[config.mk]
export PLATFORM = sky130hd
export DESIGN_NAME = lcd_instruction_power_control
export DESIGN_NICKNAME = d
export VERILOG_FILES = /design/src/common/lcd_ctrl_pkg.sv /design/src/hw/lcd_instruction_power_control.sv
export SDC_FILE = /design/constraint.sdc
export NUM_CORES = 1
export LEC_CHECK = 0
export BUFFER_PORTS_ARGS = -buffer_cell sky130_fd_sc_hd__clkbuf_2
export CELL_PAD_IN_SITES_DETAIL_PLACEMENT = 1
export CELL_PAD_IN_SITES_GLOBAL_PLACEMENT = 2
export CORE_ASPECT_RATIO = 0.5
export CORE_MARGIN = 2
export CORE_UTILIZATION = 30
export CTS_CLUSTER_DIAMETER = 50
export DETAILED_ROUTE_END_ITERATION = 6
export GPL_ROUTABILITY_DRIVEN = 1
export PLACE_DENSITY = 0.53
export SETUP_SLACK_MARGIN = 0.4
export SLEW_MARGIN = 20
export SYNTH_ARGS = -nofsm -noshare
export SYNTH_HDL_FRONTEND = slang
export SYNTH_SLANG_ARGS = --single-unit
export TNS_END_PERCENT = 1
[constraint.sdc]
create_clock -name clock -period 5.56 [get_ports clock]
set_input_delay 0.556 -clock clock [delete_from_list [all_inputs] [get_ports clock]]
set_output_delay 0.556 -clock clock [all_outputs]
set_load 0.1 [all_outputs]
[src/common/lcd_ctrl_pkg.sv]
package lcd_ctrl_pkg;

	localparam int DISPLAY_DEPTH = 80;
	localparam int ADDR_WIDTH = 7;
	localparam int COMMONS = 18;
	localparam int SEGMENTS = 80;
	localparam int FONT_ADDR_WIDTH = 13;

	localparam logic [7:0] SPACE_CODE = 8'h20;
	localparam logic [6:0] LAST_ADDRESS = 7'h4f;
	localparam logic [7:0] CLEAR_OSC_CYCLES = 8'h55;
	localparam logic [7:0] OSC_DIVIDE = 8'h04;

	// Instruction groups in data[7:4]; data[7] set means set address
	localparam logic [3:0] GROUP_MISC = 4'h0;
	localparam logic [3:0] GROUP_DRIVER = 4'h1;
	localparam logic [3:0] GROUP_POWER = 4'h2;
	localparam logic [3:0] GROUP_ENTRY = 4'h3;
	localparam logic [3:0] CMD_CLEAR = 4'h1;
	localparam logic [3:0] CMD_HOME = 4'h2;
	localparam logic [3:0] CMD_START_OSC = 4'h3;

	// Field positions inside the instruction byte
	localparam int POS_SEG_SHIFT = 0;
	localparam int POS_COM_SHIFT = 1;
	localparam int POS_STANDBY = 0;
	localparam int POS_SLEEP = 1;
	localparam int POS_AMPLIFIER = 2;
	localparam int POS_INC = 0;
	localparam int POS_BANK = 1;

	// Values after reset
	localparam logic RESET_INC = 1'b1;
	localparam logic RESET_OSC_RUN = 1'b1;

	typedef struct packed {
		logic write_strobe;
		logic register_select;
		logic [7:0] data;
	} host_write_t;

	typedef struct packed {
		logic increment;
		logic bank;
		logic common_shift_direction;
		logic segment_shift_direction;
		logic amplifier_enable;
		logic sleep_request;
		logic standby_request;
		logic osc_running;
	} settings_t;

endpackage

[src/hw/lcd_instruction_power_control.sv]
module lcd_instruction_power_control (
	input wire logic clock, // 100 MHz system clock
	input wire logic sys_rst, // Asynchronous reset, active high
	input wire lcd_ctrl_pkg::host_write_t host, // Host write strobe, select, byte
	input wire logic [lcd_ctrl_pkg::ADDR_WIDTH-1:0] scan_address, // Glyph to draw
	input wire logic [2:0] scan_row, // Raster row to draw
	input wire logic [7:0] font_rom_data, // Word read from font ROM
	input wire logic [lcd_ctrl_pkg::COMMONS-1:0] common_logical, // Commons, natural order
	input wire logic [lcd_ctrl_pkg::SEGMENTS-1:0] segment_logical, // Segments, natural order
	output logic busy, // Clear display in progress
	output logic [lcd_ctrl_pkg::ADDR_WIDTH-1:0] address_counter, // Write address
	output lcd_ctrl_pkg::settings_t settings, // Current settings
	output logic [lcd_ctrl_pkg::FONT_ADDR_WIDTH-1:0] font_rom_address, // To font ROM
	output logic [4:0] row_pixels, // Row dots, one is dark
	output logic [lcd_ctrl_pkg::COMMONS-1:0] common_out, // Common drivers
	output logic [lcd_ctrl_pkg::SEGMENTS-1:0] segment_out // Segment drivers
);

	typedef struct packed {
		logic busy;
		logic [7:0] clear_count;
		logic [7:0] osc_div;
		logic [lcd_ctrl_pkg::ADDR_WIDTH-1:0] address;
		lcd_ctrl_pkg::settings_t set;
		logic [lcd_ctrl_pkg::FONT_ADDR_WIDTH-1:0] font_addr;
		logic user_glyph;
		logic [4:0] pixels;
		logic [lcd_ctrl_pkg::COMMONS-1:0] com;
		logic [lcd_ctrl_pkg::SEGMENTS-1:0] seg;
	} state_t;

	state_t state;
	state_t next_state;

	logic [7:0] display_memory [lcd_ctrl_pkg::DISPLAY_DEPTH];
	logic mem_we;
	logic [lcd_ctrl_pkg::ADDR_WIDTH-1:0] mem_addr;
	logic [7:0] mem_data;
	logic [7:0] glyph_code;
	logic osc_tick;

	// Codes whose glyphs lie in the user region; their rows are drawn blank instead of read from ROM
	function automatic logic in_user_region(input logic bank, input logic [7:0] code);
		logic low;
		logic high;
		low = (code[7:4] == 4'h0) || (bank && code[7:4] == 4'h1);
		high = bank && (code[7:4] == 4'h8 || code[7:4] == 4'h9);
		return low || high;
	endfunction

	// Step with wrap over the populated part of display memory
	function automatic logic [lcd_ctrl_pkg::ADDR_WIDTH-1:0] step_address(
		input logic [lcd_ctrl_pkg::ADDR_WIDTH-1:0] addr,
		input logic up
	);
		logic [lcd_ctrl_pkg::ADDR_WIDTH-1:0] result;
		if (up) begin
			result = (addr >= lcd_ctrl_pkg::LAST_ADDRESS) ? '0 : addr + 7'h01;
		end else begin
			result = (addr == '0) ? lcd_ctrl_pkg::LAST_ADDRESS : addr - 7'h01;
		end
		return result;
	endfunction

	assign glyph_code = display_memory[scan_address];
	// Oscillator stands still in standby, so no clear timing can advance there
	assign osc_tick = state.set.osc_running && !state.set.standby_request
		&& (state.osc_div == lcd_ctrl_pkg::OSC_DIVIDE - 8'h01);

	always_comb begin
		logic accept;
		logic is_power;
		logic is_start;
		logic [3:0] group;
		next_state = state;
		mem_we = 1'b0;
		mem_addr = state.address;
		mem_data = host.data;
		group = host.data[7:4];
		is_power = !host.register_select && !host.data[7] && group == lcd_ctrl_pkg::GROUP_POWER;
		is_start = !host.register_select && group == lcd_ctrl_pkg::GROUP_MISC
			&& host.data[3:0] == lcd_ctrl_pkg::CMD_START_OSC;
		accept = host.write_strobe;

		if (!state.set.osc_running || state.set.standby_request) begin
			next_state.osc_div = '0;
		end else if (osc_tick) begin
			next_state.osc_div = '0;
		end else begin
			next_state.osc_div = state.osc_div + 8'h01;
		end

		if (state.busy) begin
			accept = 1'b0;
		end
		if (state.set.standby_request && !(is_power || is_start)) begin
			accept = 1'b0;
		end
		if (state.set.sleep_request && !is_power) begin
			accept = 1'b0;
		end

		if (state.busy && osc_tick) begin
			if (state.clear_count < 8'(lcd_ctrl_pkg::DISPLAY_DEPTH)) begin
				mem_we = 1'b1;
				mem_addr = state.clear_count[lcd_ctrl_pkg::ADDR_WIDTH-1:0];
				mem_data = lcd_ctrl_pkg::SPACE_CODE;
			end
			if (state.clear_count == lcd_ctrl_pkg::CLEAR_OSC_CYCLES - 8'h01) begin
				next_state.busy = 1'b0;
				next_state.address = '0;
			end
			next_state.clear_count = state.clear_count + 8'h01;
		end

		// select between data and instruction register
		if (accept && host.register_select) begin
			mem_we = 1'b1;
			mem_addr = state.address;
			mem_data = host.data;
			next_state.address = step_address(state.address, state.set.increment);
		end else if (accept && host.data[7]) begin
			next_state.address = host.data[lcd_ctrl_pkg::ADDR_WIDTH-1:0];
		end else if (accept) begin
			unique case (group)
				lcd_ctrl_pkg::GROUP_MISC: begin
					if (host.data[3:0] == lcd_ctrl_pkg::CMD_CLEAR) begin
						next_state.busy = 1'b1;
						next_state.clear_count = '0;
						next_state.set.increment = 1'b1;
					end else if (host.data[3:0] == lcd_ctrl_pkg::CMD_HOME) begin
						next_state.address = '0;
					end else if (is_start) begin
						next_state.set.osc_running = 1'b1;
					end
				end
				lcd_ctrl_pkg::GROUP_DRIVER: begin
					next_state.set.common_shift_direction = host.data[lcd_ctrl_pkg::POS_COM_SHIFT];
					next_state.set.segment_shift_direction = host.data[lcd_ctrl_pkg::POS_SEG_SHIFT];
				end
				lcd_ctrl_pkg::GROUP_POWER: begin
					next_state.set.amplifier_enable = host.data[lcd_ctrl_pkg::POS_AMPLIFIER];
					next_state.set.sleep_request = host.data[lcd_ctrl_pkg::POS_SLEEP];
					next_state.set.standby_request = host.data[lcd_ctrl_pkg::POS_STANDBY];
					if (host.data[lcd_ctrl_pkg::POS_STANDBY]) begin
						next_state.set.osc_running = 1'b0;
					end
				end
				lcd_ctrl_pkg::GROUP_ENTRY: begin
					next_state.set.increment = host.data[lcd_ctrl_pkg::POS_INC];
					next_state.set.bank = host.data[lcd_ctrl_pkg::POS_BANK];
				end
				default: begin
				end
			endcase
		end

		next_state.font_addr = {state.set.bank, glyph_code, 1'b0, scan_row};
		next_state.user_glyph = in_user_region(state.set.bank, glyph_code);
		// only low five bits are dots
		next_state.pixels = state.user_glyph ? 5'h00 : font_rom_data[4:0];

		for (int i = 0; i < lcd_ctrl_pkg::COMMONS; i++) begin
			next_state.com[i] = state.set.common_shift_direction
				? common_logical[lcd_ctrl_pkg::COMMONS-1-i] : common_logical[i];
		end
		for (int i = 0; i < lcd_ctrl_pkg::SEGMENTS; i++) begin
			next_state.seg[i] = state.set.segment_shift_direction
				? segment_logical[lcd_ctrl_pkg::SEGMENTS-1-i] : segment_logical[i];
		end
	end

	always_ff @(posedge clock or posedge sys_rst) begin
		if (sys_rst) begin
			state <= '0;
			state.set.increment <= lcd_ctrl_pkg::RESET_INC;
			state.set.osc_running <= lcd_ctrl_pkg::RESET_OSC_RUN;
		end else begin
			state <= next_state;
		end
	end

	// Memory is left without reset; contents are undefined until cleared or written
	always_ff @(posedge clock) begin
		if (mem_we) begin
			display_memory[mem_addr] <= mem_data;
		end
	end

	assign busy = state.busy;
	assign address_counter = state.address;
	assign settings = state.set;
	assign font_rom_address = state.font_addr;
	assign row_pixels = state.pixels;
	assign common_out = state.com;
	assign segment_out = state.seg;

endmodule

==> reports/qor.txt <==
status -> complete, no violations
Setup Viol. Count Final -> 0
IO Port Bufs -> 255
xor/xnor share of the synthesized area -> 0.354%
CP delay by family, top -> simple AND/OR/NAND/NOR gates
gr usage total -> 15.5%
share of cells above drive strength 1 -> 36.8%
Max stage delay on crit path -> 830 ps
Fmax -> 0.218 GHz
Final min period -> 4580 ps
Worst R2R Path Depth -> 8
# fillers -> 10606
HP Start -> font_rom_data[4]
DRC -> 0
post-route ant nets -> 0
routed vias -> 16011
Die Area -> 0.110 sq mm
synthesized area per cell -> 18.6 sq um
Top Ports -> 260
R2R Path End -> display_memory[10][3]
Reg-to-Reg Start -> state[132]
Crit Path Max Fanout -> 26
maximum vdd ir drop -> 0.262 mV
CP Cell Sequence -> ha_1 > or4b_1 > or2_4 > nor4b_4 > buf_4 > mux2i_2 > nand3_4 > nor2_1
Compound-Gate Fraction of Synth Area -> 2.03%
vias in the first global route -> 17136
most frequent cells in the layout -> edfxtp_1 (640), clkbuf_2 (252), mux4_2 (182)
core box area -> 0.106 sq mm
first-pass GRT wire length -> 124000 microns
Synth async-reset ratio -> 18.8%
Hold Fails Final Rpt -> 0
Reg2Reg Setup Slack -> 980 ps
Slew @ Worst Pin -> 1040 ps
Buffers & Inverters on Critical Path -> 1
Initial Utilization -> 30.4%
critical path class -> register to register
Mapped Cells -> 1729
clk_lat worst skew -> 660 ps
CTS tree -> yes
Distinct cells, synth -> 63
relative slew slack -> 30.7%
hold path depth -> 2
Leak Pwr -> 0.0124 uW
Row Count -> 84
iteration count of the initial detailed-routing pass -> 5
startpoint types -> register
initial antenna violation count -> 6
#FFs+latches synth -> 788
H-tree levels -> 3
worst hold margin -> 127 ps
worst hold endpoint -> row_pixels[4]
adder-cell area share of the yosys netlist -> 0.194%
Die Span X -> 467 microns
DIE HEIGHT -> 236 microns
most common library cell in the layout ignoring fill and taps -> edfxtp_1
Reg clk slew, reported paths -> 60 ps
vias per cell -> 4.74
TritonCTS Buffers -> 78
GRT overflow -> 0
wire per inst -> 25.2 microns
post-synth design cell area -> 0.0322 sq mm
Synth Area in Simple Gates -> 4.82%
area delta synth->final -> 14.7%
max-slew violation count -> 0
synth warn -> 0
largest family of logic cells by synthesized area -> multiplexers
pwr dens -> 392 mW/mm^2
WP data required -> 5830 ps
DPL Wire Length -> 54800 microns
DRT iter0 DRCs -> 1134
final setup TNS -> 0 ps
CTS root buffer -> clkbuf_16
CTS max path bufs -> 3
CP arrival -> 4850 ps
period utilization -> 82.4%
RSZ-0062 raised after global routing -> false
final net count -> 2025
mux contribution to synthesized area -> 17.1%
syn nets -> 1862
Final Skew -> 37.8 ps
register area share after synthesis -> 71.3%
largest net degree at the start of global routing -> 81
crit end category -> register
worst hold path class -> primary input to register
Max Cap Viol -> 0
Sink Count -> 788
CP max stage cell -> mux2i_2
GP Congestion -> 0.751
ys flop type -> edfxtp_1
total wire length -> 85100 microns
Post-synth EDFFs -> 640
[cell families after synthesis]
logic type	Yosys count
adders and majority gates	5
and+or+nand+nor	306
AOI/OAI and AO/OA	89
buffers and inverters	218
muxes	309
other	1
DFF	788
xor gates and xnor gates	13
[routing by layer]
metal | up-vias | global-route usage [%] | wire length [microns] | part of all wire [%]
li1 | 7011 | - | - | -
met1 | 8536 | 22.3 | 40200 | 47
met2 | 372 | 23.5 | 38600 | 45
met3 | 92 | 3.66 | 4440 | 5.2
met4 | 0 | 4.03 | 1850 | 2.2
met5 | - | 0 | 0 | 0
[sequential cells by signal, indices dropped and copies added, names as in the netlist]
signal and flops:
segment_out 80, address_counter 7, settings 8, state 17, row_pixels 5, font_rom_address 12, busy 1, common_out 18
display_memory 640
[worst register-to-register path, stage by stage (launching register included)]
cell	delay (ps)
dfrtp_1	390
ha_1	210
or4b_1	470
or2_4	290
nor4b_4	240
buf_4	390
mux2i_2	850
nand3_4	490
nor2_1	840
[timing repair]
item                                   4_1_cts  5_1_grt
endpoints found under the hold margin       17        1
hold buffers                                 3        1
buffers inserted                             0        0
resized for setup                            0        0
[cell type report]
| class | instances | area (sq um) | area share (%) |
|---|---|---|---|
| sequential | 788 | 22900 | 62.1 |
| multi-input combinational | 723 | 7920 | 21.5 |
| clock buffer | 97 | 2060 | 5.59 |
| tap | 1419 | 1780 | 4.81 |
| timing repair buffer | 287 | 1620 | 4.38 |
| clock inverter | 47 | 541 | 1.46 |
| inverter | 14 | 57.6 | 0.156 |
| antenna | 4 | 10.0 | 0.0271 |
[how the worst max path moves through the flow]
stage	from	slack [ps]	cells after the start	to
6_report	state[132]	980	8	display_memory[10][3]
3_3_place_gp	state[132]	1020	8	display_memory[32][2]
3_5_place_dp	state[132]	970	8	display_memory[16][0]
2_1_floorplan	sys_rst	1030	1	address_counter[0]
5_1_grt	state[132]	680	8	display_memory[58][4]
4_1_cts	state[132]	950	8	display_memory[16][4]
[power breakdown]
part / switching, uW / leakage, uW / total [uW] / internal [uW]
clock network: 2350 / 0.00127 / 5480 / 3130
registers: 162 / 0.00749 / 6690 / 6530
logic: 1780 / 0.00368 / 2310 / 534
total: 4290 / 0.0124 / 14500 / 10200
[synth_stat cells (3+ instances only)]
| library cell | count | share of area [%] |
|---|---|---|
| a2111oi_0 | 3 | 0.082 |
| a211oi_1 | 4 | 0.093 |
| a21o_1 | 4 | 0.093 |
| a21oi_1 | 10 | 0.16 |
| a221o_1 | 10 | 0.31 |
| a221oi_1 | 4 | 0.11 |
| a22o_1 | 6 | 0.16 |
| a22oi_1 | 9 | 0.21 |
| a311oi_1 | 3 | 0.082 |
| a31oi_1 | 6 | 0.12 |
| and2b_1 | 5 | 0.12 |
| and3_1 | 6 | 0.12 |
| buf_1 | 5 | 0.058 |
| buf_2 | 19 | 0.30 |
| buf_4 | 131 | 3.1 |
| clkbuf_1 | 47 | 0.55 |
| dfrtp_1 | 146 | 11 |
| edfxtp_1 | 640 | 60 |
| ha_1 | 5 | 0.19 |
| inv_1 | 12 | 0.14 |
| mux2_2 | 112 | 3.9 |
| mux2i_1 | 14 | 0.44 |
| mux4_2 | 182 | 13 |
| nand2_1 | 50 | 0.58 |
| nand2b_1 | 16 | 0.31 |
| nand3_1 | 19 | 0.30 |
| nand3_4 | 9 | 0.49 |
| nand4_1 | 5 | 0.097 |
| nor2_1 | 141 | 1.6 |
| nor2b_1 | 18 | 0.35 |
| nor3_1 | 13 | 0.20 |
| nor4_1 | 3 | 0.058 |
| o21ai_0 | 9 | 0.14 |
| o22ai_1 | 7 | 0.14 |
| or2_2 | 4 | 0.078 |
| xnor2_1 | 7 | 0.19 |
| xor2_1 | 6 | 0.16 |
[per-stage QoR]
step / std cells / util (%) / cell area (sq um) / setup WS (ps) / power, uW
6_report: 3379 / 34.9 / 36900 / 980 / 14500
5_1_grt: 3376 / 34.9 / 36900 / 681 / 15100
4_1_cts: 3374 / 34.9 / 36900 / 954 / 14700
3_5_place_dp: 3227 / 32.4 / 34300 / 966 / 9150
3_3_place_gp: 3226 / 32.4 / 34200 / 1020 / 9140
2_1_floorplan: 1729 / - / 32200 / 1030 / 8690
Power figures use the tool's default switching activity.
